$ cat src/core/alias_remap_pkg.sv
/*
  Shared constants and carriers for the remote address remap block:
  register offsets, field layout, reset values, state codes, structs.
  Assumes an 8-bit register address space inside the device.
*/
package alias_remap_pkg;

  localparam int NUM_ALIAS   = 3;
  localparam int NUM_HELD    = 2;
  localparam int ADDR_W      = 7;
  localparam int PORT_W      = 2;
  localparam int SLOT_W      = 2;

  // register offsets
  localparam logic [7:0] PORT_SEL_OFS   = 8'h4C;
  localparam logic [7:0] TARGET6_OFS    = 8'h63;
  localparam logic [7:0] TARGET7_OFS    = 8'h64;
  localparam logic [7:0] ALIAS0_OFS     = 8'h65;
  localparam logic [7:0] ALIAS1_OFS     = 8'h66;
  localparam logic [7:0] ALIAS2_OFS     = 8'h67;

  // field layout
  localparam int ADDR_FIELD_HI  = 7;
  localparam int ADDR_FIELD_LO  = 1;
  localparam int AUTO_ACK_BIT   = 0;
  localparam int PORT_SEL_HI    = 1;
  localparam int PORT_SEL_LO    = 0;

  // reset values
  localparam logic [7:0]        ALIAS_RST    = 8'h00;
  localparam logic [ADDR_W-1:0] TARGET_RST   = 7'h00;
  localparam logic [PORT_W-1:0] PORT_SEL_RST = 2'h0;
  localparam logic [7:0]        UNMAPPED_RD  = 8'h00;

  typedef enum logic [1:0] {
    ST_IDLE = 2'b00,
    ST_WAIT = 2'b01
  } fwd_state_t;

  typedef struct packed {
    logic [ADDR_W-1:0] addr;
    logic              rnw;
  } txn_t;

  typedef struct packed {
    logic [PORT_W-1:0] port;
    logic [SLOT_W-1:0] slot;
    logic [ADDR_W-1:0] addr;
    logic              rnw;
  } fwd_t;

endpackage

$ cat src/core/alias_remap.sv
/*
  Per-receive-port address translation between the local serial host
  and the remote serializers: per-port register copies, alias decode,
  remap, forward over the control channel and acknowledge handling.
  Assumes the register port and transaction port come from the device's
  own serial slave logic on mclk_i, and the control channel is logic.
*/
`timescale 1ns/1ps
module alias_remap
  import alias_remap_pkg::*;
#(
  parameter int NUM_PORTS = 4
) (
  // clock and reset
  input  wire logic                   mclk_i,
  input  wire logic                   reset_n_i,
  // register access from the local serial slave
  input  wire logic [7:0]             reg_addr_i,
  input  wire logic                   reg_wr_i,
  input  wire logic                   reg_rd_i,
  input  wire logic [7:0]             reg_wdata_i,
  output logic [7:0]                  reg_rdata_o,
  output logic                        reg_rvalid_o,
  // targets of slots 0..2, held by the neighbouring register bank
  input  wire logic [ADDR_W-1:0]      ext_target_i  [NUM_PORTS][NUM_ALIAS],
  // targets of slots 6..7 for the neighbouring alias decoders
  output logic [ADDR_W-1:0]           held_target_o [NUM_PORTS][NUM_HELD],
  // local transaction address phase
  input  wire logic                   txn_valid_i,
  input  wire txn_t                   txn_i,
  output logic                        txn_busy_o,
  output logic                        host_ack_valid_o,
  output logic                        host_ack_o,
  // control channel
  input  wire logic [NUM_PORTS-1:0]   fwd_lock_i,
  output logic                        fwd_valid_o,
  output fwd_t                        fwd_o,
  input  wire logic                   remote_ack_valid_i,
  input  wire logic                   remote_ack_i
);

  localparam int PORT_SEL_W = PORT_SEL_HI - PORT_SEL_LO + 1;

  logic [PORT_W-1:0] port_sel_reg;
  logic [ADDR_W-1:0] target_reg [NUM_PORTS][NUM_HELD];
  logic [7:0]        alias_reg  [NUM_PORTS][NUM_ALIAS];
  fwd_state_t        state_reg;
  logic              auto_done_reg;

  // register writes
  always_ff @(posedge mclk_i or negedge reset_n_i) begin
    if (!reset_n_i) begin
      port_sel_reg <= PORT_SEL_RST;
    end else if (reg_wr_i && reg_addr_i == PORT_SEL_OFS) begin
      port_sel_reg <= PORT_W'(reg_wdata_i[PORT_SEL_HI:PORT_SEL_LO]);
    end
  end

  always_ff @(posedge mclk_i or negedge reset_n_i) begin
    if (!reset_n_i) begin
      for (int p = 0; p < NUM_PORTS; p++) begin
        for (int h = 0; h < NUM_HELD; h++) begin
          target_reg[p][h] <= TARGET_RST;
        end
        for (int a = 0; a < NUM_ALIAS; a++) begin
          alias_reg[p][a] <= ALIAS_RST;
        end
      end
    end else if (reg_wr_i) begin
      // only the copy of the selected port is touched
      unique case (reg_addr_i)
        TARGET6_OFS: target_reg[port_sel_reg][0] <= reg_wdata_i[ADDR_FIELD_HI:ADDR_FIELD_LO];
        TARGET7_OFS: target_reg[port_sel_reg][1] <= reg_wdata_i[ADDR_FIELD_HI:ADDR_FIELD_LO];
        ALIAS0_OFS:  alias_reg[port_sel_reg][0]  <= reg_wdata_i;
        ALIAS1_OFS:  alias_reg[port_sel_reg][1]  <= reg_wdata_i;
        ALIAS2_OFS:  alias_reg[port_sel_reg][2]  <= reg_wdata_i;
        default: ;
      endcase
    end
  end

  // register reads, one cycle after the strobe
  always_ff @(posedge mclk_i or negedge reset_n_i) begin
    if (!reset_n_i) begin
      reg_rdata_o  <= UNMAPPED_RD;
      reg_rvalid_o <= 1'b0;
    end else begin
      reg_rvalid_o <= reg_rd_i;
      if (reg_rd_i) begin
        unique case (reg_addr_i)
          PORT_SEL_OFS: reg_rdata_o <= {{(8 - PORT_SEL_W){1'b0}}, port_sel_reg};
          TARGET6_OFS:  reg_rdata_o <= {target_reg[port_sel_reg][0], 1'b0};
          TARGET7_OFS:  reg_rdata_o <= {target_reg[port_sel_reg][1], 1'b0};
          ALIAS0_OFS:   reg_rdata_o <= alias_reg[port_sel_reg][0];
          ALIAS1_OFS:   reg_rdata_o <= alias_reg[port_sel_reg][1];
          ALIAS2_OFS:   reg_rdata_o <= alias_reg[port_sel_reg][2];
          default:      reg_rdata_o <= UNMAPPED_RD;
        endcase
      end
    end
  end

  always_comb begin
    for (int p = 0; p < NUM_PORTS; p++) begin
      for (int h = 0; h < NUM_HELD; h++) begin
        held_target_o[p][h] = target_reg[p][h];
      end
    end
  end

  // alias decode on every port
  logic [NUM_PORTS-1:0] port_hit;
  logic [SLOT_W-1:0]    port_slot   [NUM_PORTS];
  logic [ADDR_W-1:0]    port_target [NUM_PORTS];
  logic [NUM_PORTS-1:0] port_auto;

  for (genvar gp = 0; gp < NUM_PORTS; gp++) begin : g_port
    alias_slot_match #(
      .SLOTS      (NUM_ALIAS)
    ) u_match (
      .addr_i     (txn_i.addr),
      .alias_i    (alias_reg[gp]),
      .target_i   (ext_target_i[gp]),
      .hit_o      (port_hit[gp]),
      .slot_o     (port_slot[gp]),
      .target_o   (port_target[gp]),
      .auto_ack_o (port_auto[gp])
    );
  end

  // lowest port wins if an alias is shared between ports
  logic              m_hit;
  logic [PORT_W-1:0] m_port;
  logic [SLOT_W-1:0] m_slot;
  logic [ADDR_W-1:0] m_target;
  logic              m_auto;
  logic              m_lock;

  always_comb begin
    m_hit    = 1'b0;
    m_port   = '0;
    m_slot   = '0;
    m_target = '0;
    m_auto   = 1'b0;
    m_lock   = 1'b0;
    for (int p = NUM_PORTS - 1; p >= 0; p--) begin
      if (port_hit[p]) begin
        m_hit    = 1'b1;
        m_port   = PORT_W'(p);
        m_slot   = port_slot[p];
        m_target = port_target[p];
        m_auto   = port_auto[p];
        m_lock   = fwd_lock_i[p];
      end
    end
  end

  logic accept;
  logic auto_write;
  logic do_fwd;

  assign accept     = (state_reg == ST_IDLE) && txn_valid_i;
  assign auto_write = m_auto && !txn_i.rnw;
  assign do_fwd     = m_hit && (m_lock || auto_write);
  assign txn_busy_o = (state_reg != ST_IDLE);

  // forward state
  always_ff @(posedge mclk_i or negedge reset_n_i) begin
    if (!reset_n_i) begin
      state_reg     <= ST_IDLE;
      auto_done_reg <= 1'b0;
    end else begin
      unique case (state_reg)
        ST_IDLE: begin
          if (accept && do_fwd) begin
            state_reg     <= ST_WAIT;
            auto_done_reg <= auto_write;
          end
        end
        ST_WAIT: begin
          // limitation: no timeout; the channel must answer every frame
          if (remote_ack_valid_i) begin
            state_reg     <= ST_IDLE;
            auto_done_reg <= 1'b0;
          end
        end
      endcase
    end
  end

  // remapped frame toward the serializer
  always_ff @(posedge mclk_i or negedge reset_n_i) begin
    if (!reset_n_i) begin
      fwd_valid_o <= 1'b0;
      fwd_o       <= '0;
    end else begin
      fwd_valid_o <= accept && do_fwd;
      if (accept && do_fwd) begin
        fwd_o.port <= m_port;
        fwd_o.slot <= m_slot;
        fwd_o.addr <= m_target;
        fwd_o.rnw  <= txn_i.rnw;
      end
    end
  end

  // acknowledge toward the local host
  always_ff @(posedge mclk_i or negedge reset_n_i) begin
    if (!reset_n_i) begin
      host_ack_valid_o <= 1'b0;
      host_ack_o       <= 1'b0;
    end else begin
      host_ack_valid_o <= 1'b0;
      if (accept && (!do_fwd || auto_write)) begin
        // unmatched or unlocked: refuse now; auto write: accept now
        host_ack_valid_o <= 1'b1;
        host_ack_o       <= do_fwd;
      end else if (state_reg == ST_WAIT && remote_ack_valid_i && !auto_done_reg) begin
        host_ack_valid_o <= 1'b1;
        host_ack_o       <= remote_ack_i;
      end
    end
  end

  // checks
  logic [7:0] m_alias;
  always_comb begin
    m_alias = alias_reg[m_port][m_slot];
  end

  chk_remap_addr: assert property (@(posedge mclk_i) disable iff (!reset_n_i)
    fwd_valid_o |-> fwd_o.addr == $past(m_target) && $past(accept) && $past(m_hit))
    else $error("forwarded address is not the remapped target");

  chk_fwd_follows: assert property (@(posedge mclk_i) disable iff (!reset_n_i)
    accept && m_hit && m_lock |=> fwd_valid_o && fwd_o.port == $past(m_port) ##1 !fwd_valid_o)
    else $error("matched locked transaction not forwarded once");

  chk_zero_alias: assert property (@(posedge mclk_i) disable iff (!reset_n_i)
    fwd_valid_o |-> $past(m_alias[ADDR_FIELD_HI:ADDR_FIELD_LO]) != '0)
    else $error("forwarded through a disabled slot");

  chk_alias_compare: assert property (@(posedge mclk_i) disable iff (!reset_n_i)
    fwd_valid_o |-> $past(txn_i.addr) == $past(m_alias[ADDR_FIELD_HI:ADDR_FIELD_LO]))
    else $error("forwarded address did not match its alias");

  chk_auto_ack: assert property (@(posedge mclk_i) disable iff (!reset_n_i)
    accept && m_hit && m_auto && !txn_i.rnw |=> host_ack_valid_o && host_ack_o && fwd_valid_o)
    else $error("auto acknowledged write not acknowledged");

  chk_auto_no_second: assert property (@(posedge mclk_i) disable iff (!reset_n_i)
    state_reg == ST_WAIT && auto_done_reg && remote_ack_valid_i |=> !host_ack_valid_o)
    else $error("remote answer leaked after auto acknowledge");

  chk_unlocked_nack: assert property (@(posedge mclk_i) disable iff (!reset_n_i)
    accept && !(m_hit && (m_lock || auto_write)) |=> host_ack_valid_o && !host_ack_o && !fwd_valid_o)
    else $error("refused transaction not answered with a nack");

  chk_port_copy: assert property (@(posedge mclk_i) disable iff (!reset_n_i)
    reg_wr_i && reg_addr_i == ALIAS0_OFS && port_sel_reg != PORT_W'(0)
      |=> $stable(alias_reg[0][0]) && alias_reg[$past(port_sel_reg)][0] == $past(reg_wdata_i))
    else $error("alias write reached the wrong port copy");

  chk_auto_bit: assert property (@(posedge mclk_i) disable iff (!reset_n_i)
    reg_wr_i && reg_addr_i == ALIAS1_OFS
      |=> alias_reg[$past(port_sel_reg)][1][AUTO_ACK_BIT] == $past(reg_wdata_i[AUTO_ACK_BIT]))
    else $error("auto acknowledge bit not stored");

  chk_target_lsb: assert property (@(posedge mclk_i) disable iff (!reset_n_i)
    reg_rd_i && (reg_addr_i == TARGET6_OFS || reg_addr_i == TARGET7_OFS)
      |=> reg_rvalid_o && !reg_rdata_o[0])
    else $error("target register low bit reads nonzero");

  chk_read_answer: assert property (@(posedge mclk_i) disable iff (!reset_n_i)
    reg_rvalid_o == $past(reg_rd_i))
    else $error("read answer not one cycle after the strobe");

  chk_held_copy: assert property (@(posedge mclk_i) disable iff (!reset_n_i)
    reg_wr_i && reg_addr_i == TARGET6_OFS
      |=> held_target_o[$past(port_sel_reg)][0] == $past(reg_wdata_i[ADDR_FIELD_HI:ADDR_FIELD_LO]))
    else $error("target write missed its port copy");

  chk_busy_frame: assert property (@(posedge mclk_i) disable iff (!reset_n_i)
    fwd_valid_o |-> txn_busy_o)
    else $error("frame forwarded without holding the host");

  chk_busy_hold: assert property (@(posedge mclk_i) disable iff (!reset_n_i)
    state_reg == ST_WAIT && !remote_ack_valid_i |=> txn_busy_o)
    else $error("busy dropped before the remote answer");

  chk_remote_answer: assert property (@(posedge mclk_i) disable iff (!reset_n_i)
    state_reg == ST_WAIT && remote_ack_valid_i && !auto_done_reg
      |=> host_ack_valid_o && host_ack_o == $past(remote_ack_i))
    else $error("remote answer not passed to the host");

  cov_auto_write: cover property (@(posedge mclk_i) disable iff (!reset_n_i)
    accept && m_hit && auto_write && !m_lock);
  cov_remote_read: cover property (@(posedge mclk_i) disable iff (!reset_n_i)
    accept && m_hit && txn_i.rnw ##1 fwd_valid_o ##[1:20] host_ack_valid_o && host_ack_o);
  cov_unmatched: cover property (@(posedge mclk_i) disable iff (!reset_n_i)
    accept && !m_hit);
  cov_remote_nack: cover property (@(posedge mclk_i) disable iff (!reset_n_i)
    state_reg == ST_WAIT && remote_ack_valid_i && !remote_ack_i && !auto_done_reg);

endmodule

$ cat src/core/alias_slot_match.sv
/*
  Combinational alias decoder for one receive port: compares a local
  target address with each alias slot and returns the remapped target.
  Assumes alias and target values come from flops on the same clock.
*/
`timescale 1ns/1ps
module alias_slot_match
  import alias_remap_pkg::*;
#(
  parameter int SLOTS = NUM_ALIAS
) (
  // lookup
  input  wire logic [ADDR_W-1:0] addr_i,
  input  wire logic [7:0]        alias_i  [SLOTS],
  input  wire logic [ADDR_W-1:0] target_i [SLOTS],
  // result
  output logic                   hit_o,
  output logic [SLOT_W-1:0]      slot_o,
  output logic [ADDR_W-1:0]      target_o,
  output logic                   auto_ack_o
);

  always_comb begin
    hit_o      = 1'b0;
    slot_o     = '0;
    target_o   = '0;
    auto_ack_o = 1'b0;
    // descending scan so the lowest slot wins on duplicate aliases
    for (int s = SLOTS - 1; s >= 0; s--) begin
      // a zero alias field never matches
      if (alias_i[s][ADDR_FIELD_HI:ADDR_FIELD_LO] != '0 &&
          alias_i[s][ADDR_FIELD_HI:ADDR_FIELD_LO] == addr_i) begin
        hit_o      = 1'b1;
        slot_o     = SLOT_W'(s);
        target_o   = target_i[s];
        auto_ack_o = alias_i[s][AUTO_ACK_BIT];
      end
    end
  end

endmodule

$ cat config.mk
export PLATFORM = sky130hd
export DESIGN_NAME = alias_remap
export DESIGN_NICKNAME = d
export VERILOG_FILES = /design/src/core/alias_remap_pkg.sv /design/src/core/alias_remap.sv /design/src/core/alias_slot_match.sv
export SDC_FILE = /design/constraint.sdc
export NUM_CORES = 1
export LEC_CHECK = 0
export ABC_CLOCK_PERIOD_IN_PS = 2900
export BUFFER_PORTS_ARGS = -buffer_cell sky130_fd_sc_hd__buf_2
export CAP_MARGIN = 20
export CORE_MARGIN = 2
export CORE_UTILIZATION = 35
export CTS_BUF_LIST = sky130_fd_sc_hd__clkbuf_16
export DETAILED_ROUTE_END_ITERATION = 12
export PLACE_DENSITY_LB_ADDON = 0.3
export SYNTH_ARGS = -nofsm -noshare
export SYNTH_HDL_FRONTEND = slang
export SYNTH_SLANG_ARGS = --single-unit
$ cat constraint.sdc
create_clock -name mclk_i -period 2.9 [get_ports mclk_i]
set_input_delay 0.29 -clock mclk_i [delete_from_list [all_inputs] [get_ports mclk_i]]
set_output_delay 0.29 -clock mclk_i [all_outputs]
set_load 0.02 [all_outputs]
* Word level (Yosys, flattened, before mapping)
Cells that the tools add are included.
** Word-level totals
- Flip-flop bits (word level) :: 181
- Bits in latches :: 0
- Bits in writable memories :: 0
- Bits in read-only memories :: 0
- Input port bits :: 119
- Word-level logic and storage cells :: 208
- Memories kept :: 0
** Operators by class
- Add/subtract/negate cells :: 0
- Multipliers :: 0
- Divide/modulo/power cells :: 0
- Magnitude comparators :: 2
- Equality and inequality tests :: 21
- Shift-type cells :: 0
- Mux-type cells :: 106
- Bitwise logic cells :: 1
- Reductions and logical operators :: 46
** Operator list (count)
- 96-bit bitwise mux :: 3
- 96-bit one-hot mux with 3 select lines :: 1
- 24-bit demux with 2-bit select :: 3
- 7-bit 2-to-1 mux :: 17
- 56-bit bitwise mux :: 2
- 56-bit one-hot mux with 2 select lines :: 1
- 7-bit equality test :: 12
- 7-bit nonzero test :: 12
- 24-bit 2-to-1 mux :: 3
- 14-bit demux with 2-bit select :: 2
- 24-bit binary-select mux with 2-bit select :: 1
- 8-bit by 7-bit equality test with 1-bit output, second input constant :: 6
- 8-bit one-hot mux with 6 select lines :: 1
- 2-bit 2-to-1 mux :: 22
- 1-bit 2-to-1 mux :: 42
- 14-bit 2-to-1 mux :: 3
- 14-bit binary-select mux with 2-bit select :: 1
- 1-bit logical AND :: 21
- 16-bit 2-to-1 mux :: 1
- 8-bit 2-to-1 mux :: 1
- 2-bit AND reduction :: 3
- 2-bit nonzero test :: 3
- 2-bit one-hot mux with 2 select lines :: 1
- 3-bit >= comparator, second input constant :: 1
- 10 further kinds :: 13

* Longest topological paths before layout
- Word-level depth :: 16
- Mapped depth :: 12
- Gate-level depth less buffers :: 8

* Hierarchy
A second synthesis with hierarchy kept.
** Second synthesis, totals
- Cells, all modules :: 896
- Area total of the unflattened synthesis :: 10535.1 um^2
** By module, submodules not included
- alias_remap :: times used 1, cells each 588, area an instance 8423.1 um^2, seq. area each 4504.3 um^2
- alias_slot_match :: times used 4, cells each 77, area an instance 528.0 um^2, seq. area each 0.0 um^2

* Worst setup path before layout
OpenSTA, ideal clock, no wires.
- Path kind :: register -> register
- Start :: register alias_reg[36] in the netlist's numbering
- End :: register fwd_o[1] in the netlist's numbering
- Arrival time :: 2.793 ns
- Data required time :: 2.775 ns
- Setup slack :: -0.018 ns
- Cell stages (with the launch flop) :: 11
- Path buffers :: 2
- Cells stage by stage :: dfrtp_1 > or4_4 > nor4_4 > or3_4 > buf_12 > a31oi_4 > a311oi_2 > o31ai_1 > o21ai_2 > buf_6 > mux2_4
** Between the ends
- Word-level cells in the longest chain between the ends :: 11
- Elaborated cells between the ends (all ways) :: 25
- Classes of those cells :: eq/ne: 1; mux: 18; reduce/logical: 6
** Ends and longest elaborated chain
- start: declaration :: RTL line alias_remap.sv:46 : logic [7:0] alias_reg [NUM_PORTS][NUM_ALIAS];
- start signal: indexed assignment :: RTL line alias_remap.sv:74 : ALIAS0_OFS: alias_reg[port_sel_reg][0] <= reg_wdata_i;
- start signal: indexed assignment :: RTL line alias_remap.sv:75 : ALIAS1_OFS: alias_reg[port_sel_reg][1] <= reg_wdata_i;
- start signal: indexed assignment :: RTL line alias_remap.sv:76 : ALIAS2_OFS: alias_reg[port_sel_reg][2] <= reg_wdata_i;
- 7-bit equality test or 7-bit nonzero test (tied branches) :: RTL line alias_slot_match.sv:32, alias_slot_match.sv:31
- 1-bit logical AND (*) :: RTL line alias_slot_match.sv:31 : if (alias_i[s][ADDR_FIELD_HI:ADDR_FIELD_LO] != '0 &&
- 1-bit 2-to-1 mux (2 in series) :: RTL line alias_slot_match.sv:31
- 1-bit 2-to-1 mux (3 in series) :: RTL line alias_remap.sv:147 : if (port_hit[p]) begin
- 1-bit logical AND :: RTL line alias_remap.sv:163 : assign auto_write = m_auto && !txn_i.rnw;
- 1-bit logical OR :: RTL line alias_remap.sv:164 : assign do_fwd = m_hit && (m_lock || auto_write);
- 1-bit logical AND :: RTL line alias_remap.sv:164
- 1-bit logical AND :: RTL line alias_remap.sv:198 : if (accept && do_fwd) begin
- end: declaration :: RTL line alias_remap.sv:37 : output fwd_t fwd_o,
Every way passes the cells marked *; elsewhere a longest branch is shown, timed or not.
A chain may end at the register's enable or synchronous reset.

* Worst setup path after layout
- Start :: register alias_reg[60] in the netlist's numbering
- End :: register fwd_o[5] in the netlist's numbering
** Between the ends
- Word-level cells in the longest chain between the ends :: 10
- Elaborated cells between the ends (all ways) :: 21
- Classes of those cells :: eq/ne: 1; mux: 14; reduce/logical: 6
** Ends and longest elaborated chain (RTL line)
- 7-bit equality test or 7-bit nonzero test (tied branches) :: alias_slot_match.sv:32, alias_slot_match.sv:31
- 1-bit logical AND (*) :: alias_slot_match.sv:31
- 1-bit 2-to-1 mux (2 in series) :: alias_slot_match.sv:31
- 1-bit 2-to-1 mux (2 in series) :: alias_remap.sv:147
- 1-bit logical AND :: alias_remap.sv:163
- 1-bit logical OR :: alias_remap.sv:164
- 1-bit logical AND :: alias_remap.sv:164
- 1-bit logical AND :: alias_remap.sv:198
Marks and branches as above.

==> results.tsv <==
stage	metric	value	unit
detailed_routing	final_antenna_net_count	0	
worst_setup_path	cp_top_family	simple AND/OR/NAND/NOR gates	
floorplan	io_pins	200	
sta	fin_crit_sh	0.991	
sta	fmax	348	MHz
sta	maxSlewViolCount	0	
synth	synthFlopType	dfrtp_1	
synth	yosysTopAreaCellShare	0.435	
worst_setup_path	path_max_fanout	7	
synth	synth.area.top_cells	dfrtp_1, mux2_2, mux4_2	
sta	fin_ws	0.0269	ns
sta	slew_headroom	0.561	
worst_setup_path	start_kind	register	
clock_tree	numCtsBuffers	17	
floorplan	rows	62	
cells_and_area	fin_cells	1512	
detailed_routing	drc	0	
global_routing	grt_pass1_wl	50.3	mm
synth	async_flop_share	1.00	
worst_setup_path	max_stage_delay	0.55	ns
sta	tightest_slew	0.658	ns
floorplan	die_h	176	um
clock_tree	cts_root_buffer	clkbuf_16	
detailed_routing	via_count	8326	
clock_tree	cts_buffer_depth	2	
sta	finalCriticalPeriod	2.87	ns
pwr	p_per_area	434	nW/um^2
worst_setup_path	cp.required	3.23	ns
synth	ys_warn_count	0	
synth	synth_area_leader_cell	dfrtp_1	
synth	ys_types	66	
clock_tree	insertion_delay	0.44	ns
global_routing	grt_max_degree	70	
floorplan	fp.dieArea	31000	um^2
global_routing	grt_use_total	0.213	
run	drv_cap	0	
worst_setup_path	cp_slowest_cell	or4_4	
worst_setup_path	cp-endpoint	fwd_o[5]	
global_routing	grt_pass1_vias	8495	
synth	ys_ff_latch	180	
cells_and_area	layout-drive-gt1-share	0.501	
worst_setup_path	crit_chain	or4_4 > nor4_4 > or3_4 > nand3b_1 > a311oi_2 > o31ai_2 > o21ai_2 > clkbuf_16 > mux2_4	
detailed_routing	wl_per_cell	21.7	um
worst_setup_path	arrival	3.20	ns
clock_tree	htree_num_levels	4	
synth	yosysMostFrequentCell	dfrtp_1	
synth	syn_area	10400	um^2
cells_and_area	multi_input_area	5620	um^2
worst_setup_path	r2r_setup_slack	0.03	ns
pwr	peakVddDrop	0.389	mV
detailed_routing	viasPerCell	5.51	
synth	synth_cells	852	
worst_setup_path	critPathCaptureType	register	
worst_setup_path	crit_buf_inv	1	
clock_tree	tritoncts	yes	
global_routing	antenna_found_initial	1	
worst_setup_path	critical_path.startpoint	alias_reg[60]	
sta	setup_viol	0	
run_status	status	finished, final reports clean	
detailed_routing	drt_iter0_drc	722	
cells_and_area	final_area	13100	um^2
cells_and_area	regArea	4510	um^2
place	dp.cells	1473	
cells_and_area	syn2layout_area_growth	26.4	%
detailed_routing	wl	32.8	mm
worst_hold_path	worst_hold_path_type	input pin to register	
synth	seq_area_frac_synth	0.435	
place	dp_slack	-0.00100	ns
worst_setup_path	worstReg2RegEnd	fwd_o[5]	
floorplan	coreArea	28900	um^2
clock_tree	cts.sinks	180	
clock_tree	clk_pin_slew	0.08	ns
floorplan	start_util	0.358	
global_routing	grt-ovfl-total	0	
worst_setup_path	worstRegToRegCells	9	
sta	grt_setup_unrepaired	yes	
place	placed_cell_area	12300	um^2
worst_setup_path	cp.depth	9	
worst_setup_path	critPathKind	register to register	
pwr	power.total	5.68	mW
sta	finClkSkew	0.0120	ns
cells_and_area	largest_reg_flops	96	
cells_and_area	layout.nets	1233	
sta	hold_violations	0	
place	io_buffers	199	
synth	synth_edf_count	0	
synth	syn_nets	971	
place	dpl.hpwl	24.5	mm
detailed_routing	first_pass_iters	5	
synth	synthTopCellsByCount	dfrtp_1, mux2_2, nor2_1	
pwr	power_leakage	6.45	nW
place	gp_congestion	0.910	
cells_and_area	fin_util	0.452	
synth	synth.avg_cell_area	12.2	um^2
floorplan	die_w	176	um
cells_and_area	fill_cells	2721	
worst_setup_path	timing.rr.start	alias_reg[60]	
[layer usage]
metal	GRT usage	share of wire
met1	0.287	0.43
met2	0.355	0.49
met3	0.0289	0.046
met4	0.0740	0.026
met5	0	0
[layout by cell type (no fill, tap or decap), types with 12 or more instances in the layout]
master     Yosys  layout
dfrtp_1      180     177
a22o_1        12      12
xnor2_1       39      39
nor2_1        44      44
clkbuf_16      0      18
buf_2          9     198
mux2_2       163     163
mux2i_1       17      17
xor2_1        41      41
buf_4          5      92
nand4_1       12      12
nor4_1        20      16
mux4_2        37      37
a21oi_1       15      15
nand3_1       18      18
nor3_1        15      14
o22ai_1       13      13
nand2_1       33      33
[power by group]
group	internal, mW	leakage, nW	switching (mW)
Combinational	0.291	3.70	0.382
Sequential	2.57	2.46	0.0539
Clock	1.18	0.293	1.21
[cell type report]
| type | instances | area share |
|---|---|---|
| antenna | 1 | 0.000191 |
| clock buffer | 17 | 0.0325 |
| clock inverter | 15 | 0.0143 |
| inverter | 10 | 0.00287 |
| multi-input combinational | 607 | 0.429 |
| sequential | 180 | 0.344 |
| tap | 384 | 0.0367 |
| timing repair buffer | 298 | 0.140 |
[stage by stage]
stage	hold WS, ns	TNS [ns]
after global routing	0.0533	-0.543
after floorplan	-0.00559	-0.0900
after global placement	0.348	0
after detailed placement	0.353	-0.00100
after CTS	0.0283	-0.0232
final	0.0390	0
[cells by family (layout without fill, tap and decap cells)]
family / count (synthesis) / after routing / share of synthesized area
muxes: 224 / 224 / 0.285
and+or+nand+nor: 189 / 189 / 0.0979
DFF: 180 / 180 / 0.435
AOI/OAI and AO/OA: 114 / 114 / 0.0849
xor gates and xnor gates: 80 / 80 / 0.0677
buffers and inverters: 65 / 340 / 0.0295
other: 0 / 1 / 0
[what timing repair did]
| item | CTS | global route |
|---|---|---|
| resized for setup | 1 | 13 |
| setup endpoints to repair | 5 | 13 |
| endpoints found under the hold margin | 66 | 0 |
| pin swaps | 0 | 5 |
| cloned | 0 | 1 |
| hold buffers | 1 | 0 |
| buffers inserted | 0 | 5 |
[worst register-to-register path: cells and delay by family, from the launching register on]
family / cells / cell delay, ns
flip-flops: 1 / 0.38
multiplexers: 1 / 0.29
AO/OA/AOI/OAI: 3 / 0.79
AND/OR/NAND/NOR: 4 / 1.09
buffers and inverters: 1 / 0.21
[how the worst min path moves through the flow]
stage                       start                end  slack, ns  cells past startpoint
2_1_floorplan           reset_n_i       alias_reg[0]     -0.006                      0
3_3_place_gp            reset_n_i  held_target_o[51]       0.35                      1
3_5_place_dp            reset_n_i  held_target_o[51]       0.35                      1
4_1_cts        remote_ack_valid_i       state_reg[0]       0.03                      2
5_1_grt        remote_ack_valid_i       state_reg[0]       0.05                      2
6_report       remote_ack_valid_i       state_reg[0]       0.04                      2
(Power assumes the default switching activity.)
